$ cat config.mk
export PLATFORM = sky130hd
export DESIGN_NAME = pgf_power_supervisor
export DESIGN_NICKNAME = d
export VERILOG_FILES = /design/src/logic/pgf_pkg.sv /design/src/logic/pgf_sync.sv /design/src/logic/pgf_vref_ramp.sv /design/src/logic/pgf_power_supervisor.sv
export VERILOG_INCLUDE_DIRS = /design/src /design/src/logic
export SDC_FILE = /design/constraint.sdc
export NUM_CORES = 1
export LEC_CHECK = 0
export BUFFER_PORTS_ARGS = -buffer_cell sky130_fd_sc_hd__buf_2
export CORE_UTILIZATION = 56
export CTS_BUF_LIST = sky130_fd_sc_hd__clkbuf_2 sky130_fd_sc_hd__clkbuf_4 sky130_fd_sc_hd__clkbuf_8
export CTS_CLUSTER_SIZE = 40
export DETAILED_ROUTE_END_ITERATION = 10
export HOLD_SLACK_MARGIN = 0.12
export PLACE_DENSITY = 0.79
export SETUP_SLACK_MARGIN = 0.1
export SLEW_MARGIN = 20
export SYNTH_ARGS = -nofsm -noshare
export SYNTH_HDL_FRONTEND = slang
export SYNTH_SLANG_ARGS = --single-unit
export TNS_END_PERCENT = 20
$ cat constraint.sdc
create_clock -name clk -period 6 [get_ports clk]
set_input_delay 0.3 -clock clk [delete_from_list [all_inputs] [get_ports clk]]
set_output_delay 0.3 -clock clk [all_outputs]
set_load 0.1 [all_outputs]
$ cat src/logic/pgf_consts.svh
`ifndef PGF_CONSTS_SVH
`define PGF_CONSTS_SVH

// Register offsets
`define PGF_ADDR_STATUS 8'h10
`define PGF_ADDR_MASK 8'h11
`define PGF_ADDR_CTRL 8'h12
`define PGF_ADDR_VREF 8'h13
`define PGF_ADDR_RAMP 8'h14
`define PGF_ADDR_VREF_EFF 8'h15

// Status and mask bit positions
`define PGF_BIT_OVP 0
`define PGF_BIT_HSHORT 1
`define PGF_BIT_THERM 2
`define PGF_BIT_OCP 3
`define PGF_BIT_PG 4

// Control register fields
`define PGF_CTRL_FREQ_LSB 0
`define PGF_CTRL_SLEW_LSB 2

// Reset values
`define PGF_MASK_RST 5'h0f
`define PGF_FREQ_RST 2'h0
`define PGF_SLEW_RST 2'h0
`define PGF_VREF_RST 8'h07

// Frequency codes: 1.8, 1.5, 1.2 MHz; 2'h3 is not a legal setting
`define PGF_FREQ_1M8 2'h0
`define PGF_FREQ_1M5 2'h1
`define PGF_FREQ_1M2 2'h2
`define PGF_FREQ_BAD 2'h3

// Switch phase codes from the modulator
`define PGF_PHASE_IDLE 2'h0
`define PGF_PHASE_1 2'h1
`define PGF_PHASE_2 2'h2
`define PGF_PHASE_3 2'h3

// Reference scaling
`define PGF_VREF_CODE_MAX 8'h8f
`define PGF_VREF_BASE_UV 20'd299000
`define PGF_VREF_STEP_UV 20'd4900
`define PGF_VOUT_GAIN 24'd15

// Timing
`define PGF_CLK_MHZ 25
`define PGF_SS_TIME_US 2000
`define PGF_SLEW_STEP_NS 3675

`endif

$ cat src/logic/pgf_pkg.sv
`default_nettype none
package pgf_pkg;
	typedef enum logic [2:0] {
		ST_OFF,
		ST_DISCHARGE,
		ST_SOFTSTART,
		ST_RUN,
		ST_LATCHED
	} pgf_state_t;
endpackage
`default_nettype wire

$ cat src/logic/pgf_sync.sv
`timescale 1ns/1ps
`default_nettype none
module pgf_sync #(
	parameter int W = 1
) (
	// Clock and reset
	input wire logic clk,
	input wire logic rst_n,
	// Asynchronous inputs and their synchronised copies
	input wire logic [W-1:0] async_i,
	output logic [W-1:0] sync_o
);
	logic [W-1:0] meta_q;
	logic [W-1:0] sync_q;

	// Runs without the clock enable so pins are never sampled stale
	always_ff @(posedge clk) begin
		if (!rst_n) begin
			meta_q <= '0;
			sync_q <= '0;
		end else begin
			meta_q <= async_i;
			sync_q <= meta_q;
		end
	end

	assign sync_o = sync_q;
endmodule
`default_nettype wire

$ cat src/logic/pgf_vref_ramp.sv
`timescale 1ns/1ps
`default_nettype none
`include "pgf_consts.svh"
module pgf_vref_ramp #(
	parameter int STEP_CYCLES = 92
) (
	// Clock, clear and enable
	input wire logic clk,
	input wire logic clr_n,
	input wire logic ce,
	// Target and rate
	input wire logic [7:0] target,
	input wire logic [1:0] slew,
	// Effective code and ramp flag
	output logic [7:0] code_q,
	output logic busy
);
	logic [15:0] cnt_q;
	logic [15:0] interval;

	// Each slew step doubles the rate; never below one cycle per step
	always_comb begin
		interval = 16'(STEP_CYCLES) >> slew;
		if (interval == 16'h0000) begin
			interval = 16'h0001;
		end
	end

	assign busy = (code_q != target);

	always_ff @(posedge clk) begin
		if (!clr_n) begin
			code_q <= `PGF_VREF_RST;
			cnt_q <= 16'h0000;
		end else if (ce) begin
			if (!busy) begin
				cnt_q <= 16'h0000;
			end else if (cnt_q >= interval - 16'h0001) begin
				cnt_q <= 16'h0000;
				if (code_q < target) begin
					code_q <= code_q + 8'h01;
				end else begin
					code_q <= code_q - 8'h01;
				end
			end else begin
				cnt_q <= cnt_q + 16'h0001;
			end
		end
	end
endmodule
`default_nettype wire

$ cat src/logic/pgf_power_supervisor.sv
`timescale 1ns/1ps
`default_nettype none
`include "pgf_consts.svh"
module pgf_power_supervisor #(
	parameter int SS_CYCLES = `PGF_SS_TIME_US * `PGF_CLK_MHZ,
	parameter int STEP_CYCLES = ((`PGF_SLEW_STEP_NS * `PGF_CLK_MHZ) + 999) / 1000
) (
	// Clock, reset and enable
	input wire logic clk,
	input wire logic rst_n,
	input wire logic ce,
	// Register port
	input wire logic [7:0] reg_addr,
	input wire logic [7:0] reg_wdata,
	input wire logic reg_wr,
	input wire logic reg_rd,
	output logic [7:0] reg_rdata,
	// Enable pin and analog comparators
	input wire logic en_pin,
	input wire logic vout_under_low,
	input wire logic vout_over_high,
	input wire logic vout_above_discharge,
	// Fault detectors
	input wire logic ovp_event,
	input wire logic hardshort_event,
	input wire logic thermal_event,
	input wire logic ocp_event,
	// Modulator phase request
	input wire logic [1:0] pwm_phase,
	// Open-drain status alert pin
	input wire logic status_alert_pin_n_i,
	output logic status_alert_pin_n_o,
	output logic status_alert_pin_n_oe,
	// H-bridge switch enables
	output logic input_high_side_switch,
	output logic output_high_side_switch,
	output logic input_low_side_switch,
	output logic output_low_side_switch,
	// Regulator status and settings
	output logic output_discharge,
	output logic regulator_on,
	output logic soft_start_active,
	output logic dynamic_voltage_ramp,
	output logic [1:0] switch_rate_select,
	output logic [19:0] vref_uv,
	output logic [23:0] vout_target_uv
);
	localparam int NSYNC = 11;

	logic [NSYNC-1:0] sync_in;
	logic [NSYNC-1:0] sync_out;
	logic en_s;
	logic under_s;
	logic over_s;
	logic above_dis_s;
	logic ovp_s;
	logic hshort_s;
	logic therm_s;
	logic ocp_s;
	logic [1:0] phase_s;
	logic pin_level_s;
	logic clr_n;

	assign sync_in = {pwm_phase, status_alert_pin_n_i, ocp_event, thermal_event,
		hardshort_event, ovp_event, vout_above_discharge, vout_over_high,
		vout_under_low, en_pin};

	pgf_sync #(
		.W(NSYNC)
	) u_sync (
		.clk(clk),
		.rst_n(rst_n),
		.async_i(sync_in),
		.sync_o(sync_out)
	);

	assign en_s = sync_out[0];
	assign under_s = sync_out[1];
	assign over_s = sync_out[2];
	assign above_dis_s = sync_out[3];
	assign ovp_s = sync_out[4];
	assign hshort_s = sync_out[5];
	assign therm_s = sync_out[6];
	assign ocp_s = sync_out[7];
	assign pin_level_s = sync_out[8];
	assign phase_s = sync_out[10:9];

	// Enable low acts as a register reset, like cycling the supply
	assign clr_n = rst_n & en_s;

	// Register state
	logic [4:0] mask_q;
	logic [1:0] freq_q;
	logic [1:0] slew_q;
	logic [7:0] vref_q;
	logic [3:0] fault_q;
	logic pg_q;
	logic [7:0] rdata_q;

	pgf_pkg::pgf_state_t state_q;
	logic [15:0] ss_cnt_q;
	logic [7:0] vref_eff;
	logic ramp_busy;

	function automatic logic [19:0] code_to_uv(input logic [7:0] code);
		code_to_uv = 20'(`PGF_VREF_BASE_UV + 20'(code) * `PGF_VREF_STEP_UV);
	endfunction

	function automatic logic wr_hit(input logic [7:0] addr, input logic [7:0] target);
		wr_hit = (addr == target);
	endfunction

	// Mask register
	always_ff @(posedge clk) begin
		if (!clr_n) begin
			mask_q <= `PGF_MASK_RST;
		end else if (ce && reg_wr && wr_hit(reg_addr, `PGF_ADDR_MASK)) begin
			mask_q <= reg_wdata[4:0];
		end
	end

	// Frequency and slew control; an illegal frequency code is ignored
	always_ff @(posedge clk) begin
		if (!clr_n) begin
			freq_q <= `PGF_FREQ_RST;
			slew_q <= `PGF_SLEW_RST;
		end else if (ce && reg_wr && wr_hit(reg_addr, `PGF_ADDR_CTRL)) begin
			if (reg_wdata[`PGF_CTRL_FREQ_LSB +: 2] != `PGF_FREQ_BAD) begin
				freq_q <= reg_wdata[`PGF_CTRL_FREQ_LSB +: 2];
			end
			slew_q <= reg_wdata[`PGF_CTRL_SLEW_LSB +: 2];
		end
	end

	// Reference target; codes past 1 V are clamped to the top code
	always_ff @(posedge clk) begin
		if (!clr_n) begin
			vref_q <= `PGF_VREF_RST;
		end else if (ce && reg_wr && wr_hit(reg_addr, `PGF_ADDR_VREF)) begin
			if (reg_wdata > `PGF_VREF_CODE_MAX) begin
				vref_q <= `PGF_VREF_CODE_MAX;
			end else begin
				vref_q <= reg_wdata;
			end
		end
	end

	pgf_vref_ramp #(
		.STEP_CYCLES(STEP_CYCLES)
	) u_ramp (
		.clk(clk),
		.clr_n(clr_n),
		.ce(ce),
		.target(vref_q),
		.slew(slew_q),
		.code_q(vref_eff),
		.busy(ramp_busy)
	);

	// Regulator sequencing
	always_ff @(posedge clk) begin
		if (!clr_n) begin
			state_q <= pgf_pkg::ST_OFF;
			ss_cnt_q <= 16'h0000;
		end else if (ce) begin
			case (state_q)
				pgf_pkg::ST_OFF: begin
					ss_cnt_q <= 16'h0000;
					if (above_dis_s) begin
						state_q <= pgf_pkg::ST_DISCHARGE;
					end else begin
						state_q <= pgf_pkg::ST_SOFTSTART;
					end
				end
				pgf_pkg::ST_DISCHARGE: begin
					// Pre-biased output is drained before soft-start
					if (!above_dis_s) begin
						state_q <= pgf_pkg::ST_SOFTSTART;
					end
				end
				pgf_pkg::ST_SOFTSTART: begin
					if (fault_q[`PGF_BIT_THERM] || fault_q[`PGF_BIT_OCP]) begin
						state_q <= pgf_pkg::ST_LATCHED;
					end else if (ss_cnt_q >= 16'(SS_CYCLES - 1)) begin
						state_q <= pgf_pkg::ST_RUN;
					end else begin
						ss_cnt_q <= ss_cnt_q + 16'h0001;
					end
				end
				pgf_pkg::ST_RUN: begin
					if (fault_q[`PGF_BIT_HSHORT] || fault_q[`PGF_BIT_THERM] ||
						fault_q[`PGF_BIT_OCP]) begin
						state_q <= pgf_pkg::ST_LATCHED;
					end
				end
				pgf_pkg::ST_LATCHED: begin
					// Only an enable or supply cycle leaves this state
					state_q <= pgf_pkg::ST_LATCHED;
				end
				default: begin
					state_q <= pgf_pkg::ST_OFF;
				end
			endcase
		end
	end

	// Sticky fault flags, cleared only by clr_n
	always_ff @(posedge clk) begin
		if (!clr_n) begin
			fault_q <= 4'h0;
		end else if (ce) begin
			if (ovp_s) begin
				fault_q[`PGF_BIT_OVP] <= 1'b1;
			end
			// Hardshort detection is blind during soft-start
			if (hshort_s && state_q == pgf_pkg::ST_RUN) begin
				fault_q[`PGF_BIT_HSHORT] <= 1'b1;
			end
			if (therm_s) begin
				fault_q[`PGF_BIT_THERM] <= 1'b1;
			end
			if (ocp_s) begin
				fault_q[`PGF_BIT_OCP] <= 1'b1;
			end
		end
	end

	// Power-good with hysteresis, frozen during soft-start and ramps
	always_ff @(posedge clk) begin
		if (!clr_n) begin
			pg_q <= 1'b0;
		end else if (ce && state_q == pgf_pkg::ST_RUN && !ramp_busy) begin
			if (under_s) begin
				pg_q <= 1'b0;
			end else if (over_s) begin
				pg_q <= 1'b1;
			end
		end
	end

	// Alert pin: pulled low while any unmasked flag is set
	always_ff @(posedge clk) begin
		if (!clr_n) begin
			status_alert_pin_n_oe <= 1'b0;
		end else if (ce) begin
			status_alert_pin_n_oe <= |({pg_q, fault_q} & ~mask_q);
		end
	end

	assign status_alert_pin_n_o = 1'b0;

	// Switch decode; overvoltage forces both low sides on in soft-start and run, all switches stay off in other states
	always_ff @(posedge clk) begin
		if (!clr_n) begin
			input_high_side_switch <= 1'b0;
			output_high_side_switch <= 1'b0;
			input_low_side_switch <= 1'b0;
			output_low_side_switch <= 1'b0;
		end else if (ce) begin
			input_high_side_switch <= 1'b0;
			output_high_side_switch <= 1'b0;
			input_low_side_switch <= 1'b0;
			output_low_side_switch <= 1'b0;
			if (state_q == pgf_pkg::ST_SOFTSTART || state_q == pgf_pkg::ST_RUN) begin
				if (ovp_s) begin
					input_low_side_switch <= 1'b1;
					output_low_side_switch <= 1'b1;
				end else begin
					case (phase_s)
						`PGF_PHASE_1: begin
							input_high_side_switch <= 1'b1;
							output_low_side_switch <= 1'b1;
						end
						`PGF_PHASE_2: begin
							input_high_side_switch <= 1'b1;
							output_high_side_switch <= 1'b1;
						end
						`PGF_PHASE_3: begin
							input_low_side_switch <= 1'b1;
							output_high_side_switch <= 1'b1;
						end
						default: begin
							input_low_side_switch <= 1'b0;
						end
					endcase
				end
			end
		end
	end

	// Regulator status outputs
	always_ff @(posedge clk) begin
		if (!rst_n) begin
			output_discharge <= 1'b1;
			regulator_on <= 1'b0;
			soft_start_active <= 1'b0;
		end else if (ce) begin
			// Thermal latch-off leaves the discharge switch open
			output_discharge <= !en_s || state_q == pgf_pkg::ST_OFF ||
				state_q == pgf_pkg::ST_DISCHARGE ||
				(state_q == pgf_pkg::ST_LATCHED && !fault_q[`PGF_BIT_THERM]);
			regulator_on <= en_s && (state_q == pgf_pkg::ST_SOFTSTART ||
				state_q == pgf_pkg::ST_RUN);
			soft_start_active <= en_s && state_q == pgf_pkg::ST_SOFTSTART;
		end
	end

	// Setting and reference outputs
	always_ff @(posedge clk) begin
		if (!clr_n) begin
			switch_rate_select <= `PGF_FREQ_RST;
			dynamic_voltage_ramp <= 1'b0;
			vref_uv <= code_to_uv(`PGF_VREF_RST);
			vout_target_uv <= 24'(code_to_uv(`PGF_VREF_RST)) * `PGF_VOUT_GAIN;
		end else if (ce) begin
			switch_rate_select <= freq_q;
			dynamic_voltage_ramp <= ramp_busy;
			vref_uv <= code_to_uv(vref_eff);
			vout_target_uv <= 24'(code_to_uv(vref_eff)) * `PGF_VOUT_GAIN;
		end
	end

	// Read port: data only in the cycle after the strobe, zero elsewhere
	always_ff @(posedge clk) begin
		if (!clr_n) begin
			rdata_q <= 8'h00;
		end else if (ce) begin
			rdata_q <= 8'h00;
			if (reg_rd) begin
				case (reg_addr)
					`PGF_ADDR_STATUS: rdata_q <= {3'h0, pg_q, fault_q};
					`PGF_ADDR_MASK: rdata_q <= {3'h0, mask_q};
					`PGF_ADDR_CTRL: rdata_q <= {4'h0, slew_q, freq_q};
					`PGF_ADDR_VREF: rdata_q <= vref_q;
					`PGF_ADDR_RAMP: rdata_q <= {ramp_busy, pin_level_s, regulator_on,
						output_discharge, 4'h0};
					`PGF_ADDR_VREF_EFF: rdata_q <= vref_eff;
					default: rdata_q <= 8'h00;
				endcase
			end
		end
	end

	assign reg_rdata = rdata_q;
endmodule
`default_nettype wire

Yosys cells after proc, flatten, opt, wreduce, memory -nomap -nowiden. Cells that the tools add are included.

Register bits: 150. Bits of input ports: 32. Logic and storage cells: 130.

$add $sub $neg: 6. Multiply operators: 2. Magnitude comparators: 4. Eq/ne operators: 20. Shift-type cells: 1. Muxes and demuxes: 30. Bitwise gates (word level): 3. Reductions and logical operators: 36.

Operators by type and width (number): 16-bit 2-to-1 mux (5); 8-bit by 5-bit equality test with 1-bit output (second input constant) (6); 8-bit case mux with 6 select lines (1); 16-bit by 1-bit adder with 16-bit output (second input constant) (2); 16-bit case mux with 2 select lines (1); 20-bit by 4-bit multiplier with 24-bit output (second input constant) (1); 8-bit 2-to-1 mux (3); 19-bit by 20-bit adder with 20-bit output (first input constant) (1); 8-bit by 11-bit multiplier with 18-bit output (second input constant) (1); 16-bit greater-or-equal comparator (1); 16-bit greater-or-equal comparator (second input constant) (1); 16-bit logical NOT (1); 7-bit by 2-bit right shift with 16-bit output (first input constant) (1); 16-bit by 1-bit subtractor with 16-bit output (second input constant) (1); 3-bit case mux with 5 select lines (1); 1-bit 2-to-1 mux (14); 3-bit 2-to-1 mux (4); 2-bit AND reduction (6); 1-bit logical AND (10); 2-bit != test (second input constant) (5); 8-bit by 1-bit adder with 8-bit output (second input constant) (1); 8-bit > comparator (second input constant) (1); 8-bit < comparator (1); 8-bit != test (1); other kinds (19) (32).

Longest topological paths before layout.
Depth in word-level cells: 7. Depth in mapped cells: 29.

Cells and area by module. Synthesis repeated with hierarchy kept, for this count alone.

Cells, all modules: 1146. Area, all modules: 10095.9 µm².

By module, submodules not included: pgf_power_supervisor (instances 1, cells an instance 901, area each 7736.2 µm²); pgf_vref_ramp (instances 1, cells an instance 199, area each 1739.2 µm²); pgf_sync (instances 1, cells an instance 46, area each 620.6 µm²).

Worst setup path before layout. OpenSTA, ideal clock, no wires.

Kind: register to register. From: register u_ramp.code_q[3]. To: register vout_target_uv[23]. Arrival time: 6.518 ns. Required time: 5.880 ns. Setup slack: -0.638 ns. Stages on the path, launching flop included: 27. Path buffers: 1. Cell sequence: dfxtp_1 -> ha_1 -> ha_1 -> inv_1 -> fa_1 -> fa_1 -> inv_1 -> ha_1 -> or3_1 -> and2_1 -> buf_2 -> nand2_4 -> xor2_2 -> inv_1 -> fa_1 -> inv_1 -> fa_1 -> inv_1 -> ha_1 -> a21o_1 -> a21oi_1 -> o21ai_0 -> nor4_1 -> nor3_1 -> a2111oi_2 -> xor2_1 -> o21ai_1.

Word-level cells in the longest chain between the ends: 3.

Ends and longest elaborated chain: start: declaration (line pgf_vref_ramp.sv:15) `output logic [7:0] code_q,`; start signal: assignment (line pgf_vref_ramp.sv:33) `` code_q <= `PGF_VREF_RST; ``; start signal: assignment (line pgf_vref_ramp.sv:41) `code_q <= code_q + 8'h01;`; start signal: assignment (line pgf_vref_ramp.sv:43) `code_q <= code_q - 8'h01;`; 8-bit by 11-bit multiplier with 18-bit output (no source line); 19-bit by 20-bit adder with 20-bit output (no source line); 20-bit by 4-bit multiplier with 24-bit output (no source line); end signal: assignment (line pgf_power_supervisor.sv:314) `` vout_target_uv <= 24'(code_to_uv(`PGF_VREF_RST)) * `PGF_VOUT_GAIN; ``; end signal: assignment (line pgf_power_supervisor.sv:319) `` vout_target_uv <= 24'(code_to_uv(vref_eff)) * `PGF_VOUT_GAIN; ``; end: declaration (line pgf_power_supervisor.sv:46) `output logic [23:0] vout_target_uv`.

Every way passes these cells. A chain may end at the register's enable or synchronous reset.

Worst setup path in the final report.
From: register u_ramp.code_q[3]. To: register vout_target_uv[22].

The elaborated chain is that of the path after synthesis.

==> impl_metrics.toml <==
[synthesis]
synth-edff-count = 0
yosysSeqAreaShare_pct = 29.2
avgSynthCellArea_um2 = 8.70
synth-main-ff-cell = "dfxtp_1"
synth_area_um2 = 9940
ys_warn_count = 0
yosysUniqueCellTypes = 82
synth-seq-cells = 145
syn_inst = 1142
async_reset_ff_share_pct = 0

[grt]
gr-total-overflow = 0
grt_pass1_wl_um = 42900
grt_pass1_vias = 8923
grt_usage_pct = 29.8
grt_max_degree = 68
grt_antenna_before_repair = 0

[final_layout]
finalNetCount = 1500
area_growth_pct = 24.7
n_antenna_cell = 0
final_core_util_pct = 71.6
final_layout_size_suffix_gt1_share_pct = 25.1

[floorplan]
ios = 96
die_h_um = 135
die_x_um = 135
die-area_um2 = 18300
core_area_um2 = 17300
start_util_pct = 57.4
rows = 48

[worst_setup_path]
crit_buf_inv = 7
critPathRequiredTime_ns = 6.35
crit_top_cell = "ha_4"
path_class = "register to register"
r2r_slack_ns = 0.03
cp_max_fo = 5
crit_start = "u_ramp.code_q[3]"
slowest_stage = "fa_1"
arrival_ns = 6.32
critPathCaptureType = "register"
crit_family = "adder cells"
worstSetupStartpointType = "register"
slowest_delay_ns = 0.56
reg2reg_from = "u_ramp.code_q[3]"
r2r_end = "vout_target_uv[22]"
reg2regPathDepth = 27

[clocking]
cts_tree = "yes"
cts.path.max_buffers = 2
cts_sinks = 145
htree_levels = 4
clk_pin_slew_ns = 0.08
cts-buffers-inserted = 17
insertion_delay_ns = 0.46
root_buffer = "clkbuf_8"

[sta]
rsz0062_at_grt = "true"
slew_viol_final = 0
setup_viol = 0
tns_ns = 0
worstMarginPinSlew_ns = 1.02
clock_skew_ns = 0.0105
hold_viol = 0
period_share_pct = 99.4
max_freq_mhz = 168
slew_headroom_pct = 31.7
period_minus_slack_ns = 5.97
finalWorstSetupSlack_ns = 0.0339

[pwr]
ir_worst_vdd_uv = 173
p_total_mw = 1.86
p_leak_nw = 5.42
power.density_cell_area_nw_per_um2 = 150

[detailed_routing]
viasPerCell = 5.72
vias = 8954
post-route-drc-count = 0
drtIter0Drc = 572
dr.pass1.iters = 8
drt_wl_total_um = 26300
ant_nets = 0
routedWlPerCell_um = 16.8

[status]
outcome = "complete, no violations"

[job]
maxCapViolations = 0

[placement]
place.gp.congestion = 0.901
dp_hpwl_um = 17800
pre_cts_slack_ns = -0.185
port_buffers = 90

[worst_hold_path]
min_to = "output_discharge"
hold_path_depth = 2
hp-start = "rst_n"
hold_path.class = "input port to register"
==> cells in the final DEF (no fill, tap or decap), drive strengths merged, types with 18 or more instances in the layout <==
cell	instances
buf	192
dfxtp	145
inv	109
nor2	106
ha	106
nand2	83
o21ai	70
a21oi	57
xnor2	47
fa	35
mux2i	32
nand3	27
and2	26
clkbuf	21
nor3	20
xor2	19
dlygate4sd3	18
==> cells by family (layout without fill, tap and decap cells) <==
group / count (synthesis) / in the layout / share of synthesized area (%)
simple gates: 350 / 350 / 17.8
fa+ha+maj: 142 / 142 / 20.5
flops: 145 / 145 / 29.2
other cells: 2 / 6 / 0.0756
buf+inv: 155 / 349 / 6.30
compound gates: 248 / 248 / 16.2
mux: 34 / 34 / 3.45
xor+xnor: 66 / 66 / 6.46
==> how the worst max path moves through the flow <==
stage                         endpoint  slack (ns)  cells past startpoint
floorplan           vout_target_uv[22]        0.04                     25
CTS                 vout_target_uv[23]        0.08                     26
detailed placement  vout_target_uv[23]       -0.18                     26
finish              vout_target_uv[22]        0.03                     27
global placement    vout_target_uv[23]       -0.06                     26
global route        vout_target_uv[22]       -0.19                     25
==> state kept, by name, summed over array words and instances, names as in the netlist, 2 cells and up <==
name                flops
u_ramp.code_q           8
freq_q                  2
mask_q                  5
u_ramp.cnt_q           16
state_q                 3
slew_q                  2
switch_rate_select      2
fault_q                 4
vref_uv                17
ss_cnt_q               16
reg_rdata               8
vref_q                  8
u_sync.meta_q          11
vout_target_uv         22
u_sync.sync_o          11
==> stage by stage <==
stage / std cells / hold slack [ns] / instance area [µm²]
2_1_floorplan: 1146 / 0.402 / 10100
3_3_place_gp: 1498 / 0.416 / 11200
3_5_place_dp: 1498 / 0.422 / 11200
4_1_cts: 1565 / 0.167 / 12300
5_1_grt: 1565 / 0.199 / 12400
6_report: 1565 / 0.208 / 12400
==> cells in the mapped netlist (4+ instances only) <==
cell      instances  area share, %
a21oi_1          55            2.8
a31oi_1           8           0.50
ha_1            106             13
o211ai_1          7           0.53
nand3b_1          7           0.53
xnor2_2           4           0.65
nand3_1          27            1.4
dfxtp_1         145             29
nand2_1          82            3.1
a211oi_1          8           0.60
and3_1           17            1.1
nor2_1          104            3.9
o22ai_1           9           0.57
clkbuf_1         32            1.2
nor4_1            8           0.50
a22oi_1          17            1.3
nor3_1           19           0.96
o21bai_1          5           0.38
xnor2_1          42            3.7
a21o_1           17            1.3
buf_2             5           0.25
mux2i_1          32            3.2
fa_1             35            7.1
nand4_1           8           0.50
o21a_1           11           0.83
a21boi_0          4           0.30
nand2b_1         11           0.69
nor2b_1           7           0.44
xor2_1           17            1.5
o21ai_1           4           0.20
o21ai_0          65            3.3
a32oi_1           4           0.35
or3_1             7           0.44
inv_1           104            3.9
and2_1           26            1.6
buf_4             6           0.45
==> per-layer routing <==
| layer | GRT usage (%) | part of all wire, % | vias to the layer above |
|---|---|---|---|
| met4 | 16.5 | 4.3 | 0 |
| met2 | 50.6 | 50 | 290 |
| met3 | 4.98 | 4.9 | 81 |
| li1 | - | - | 4285 |
| met1 | 35.9 | 41 | 4298 |
| met5 | 0 | 0 | - |
==> what timing repair did <==
action	in CTS	in global routing
setup endpoints to repair	7	10
resized for setup	75	15
hold buffers	18	0
pin swaps	58	10
setup buffers	17	0
hold endpoints to repair	19	0
==> worst register-to-register path, cell delays in order, from the launching register on <==
cell,delay (ns)
dfxtp_4,0.37
buf_6,0.13
ha_4,0.16
ha_4,0.27
inv_2,0.04
fa_2,0.53
inv_1,0.07
ha_4,0.25
ha_4,0.25
buf_4,0.15
nor4_1,0.41
a31oi_2,0.09
nand4_4,0.18
xor2_4,0.17
inv_2,0.05
fa_1,0.50
inv_2,0.05
fa_1,0.56
inv_2,0.05
ha_4,0.24
a21o_1,0.20
a21oi_2,0.17
o21ai_2,0.12
a21oi_1,0.23
o31ai_2,0.09
a21oi_1,0.19
mux2i_1,0.09
a211o_1,0.25
==> cell type report <==
cell class                      instances  area (µm²)
Clock inverter                         11         128
Sequential cell                       145        2920
Tap cell                              225         282
Timing Repair Buffer                  210        1440
Multi-Input combinational cell        846        6950
Inverter                              107         402
Clock buffer                           21         264
Fill cell                            1256        4910
==> power by group <==
group | internal [mW] | total [mW] | switching (mW) | leakage (nW)
clock network | 0.391 | 0.789 | 0.397 | 0.203
registers | 0.967 | 0.971 | 0.00397 | 1.18
logic | 0.0307 | 0.0964 | 0.0656 | 4.04
No activity file was read; power rests on OpenSTA's default activity.
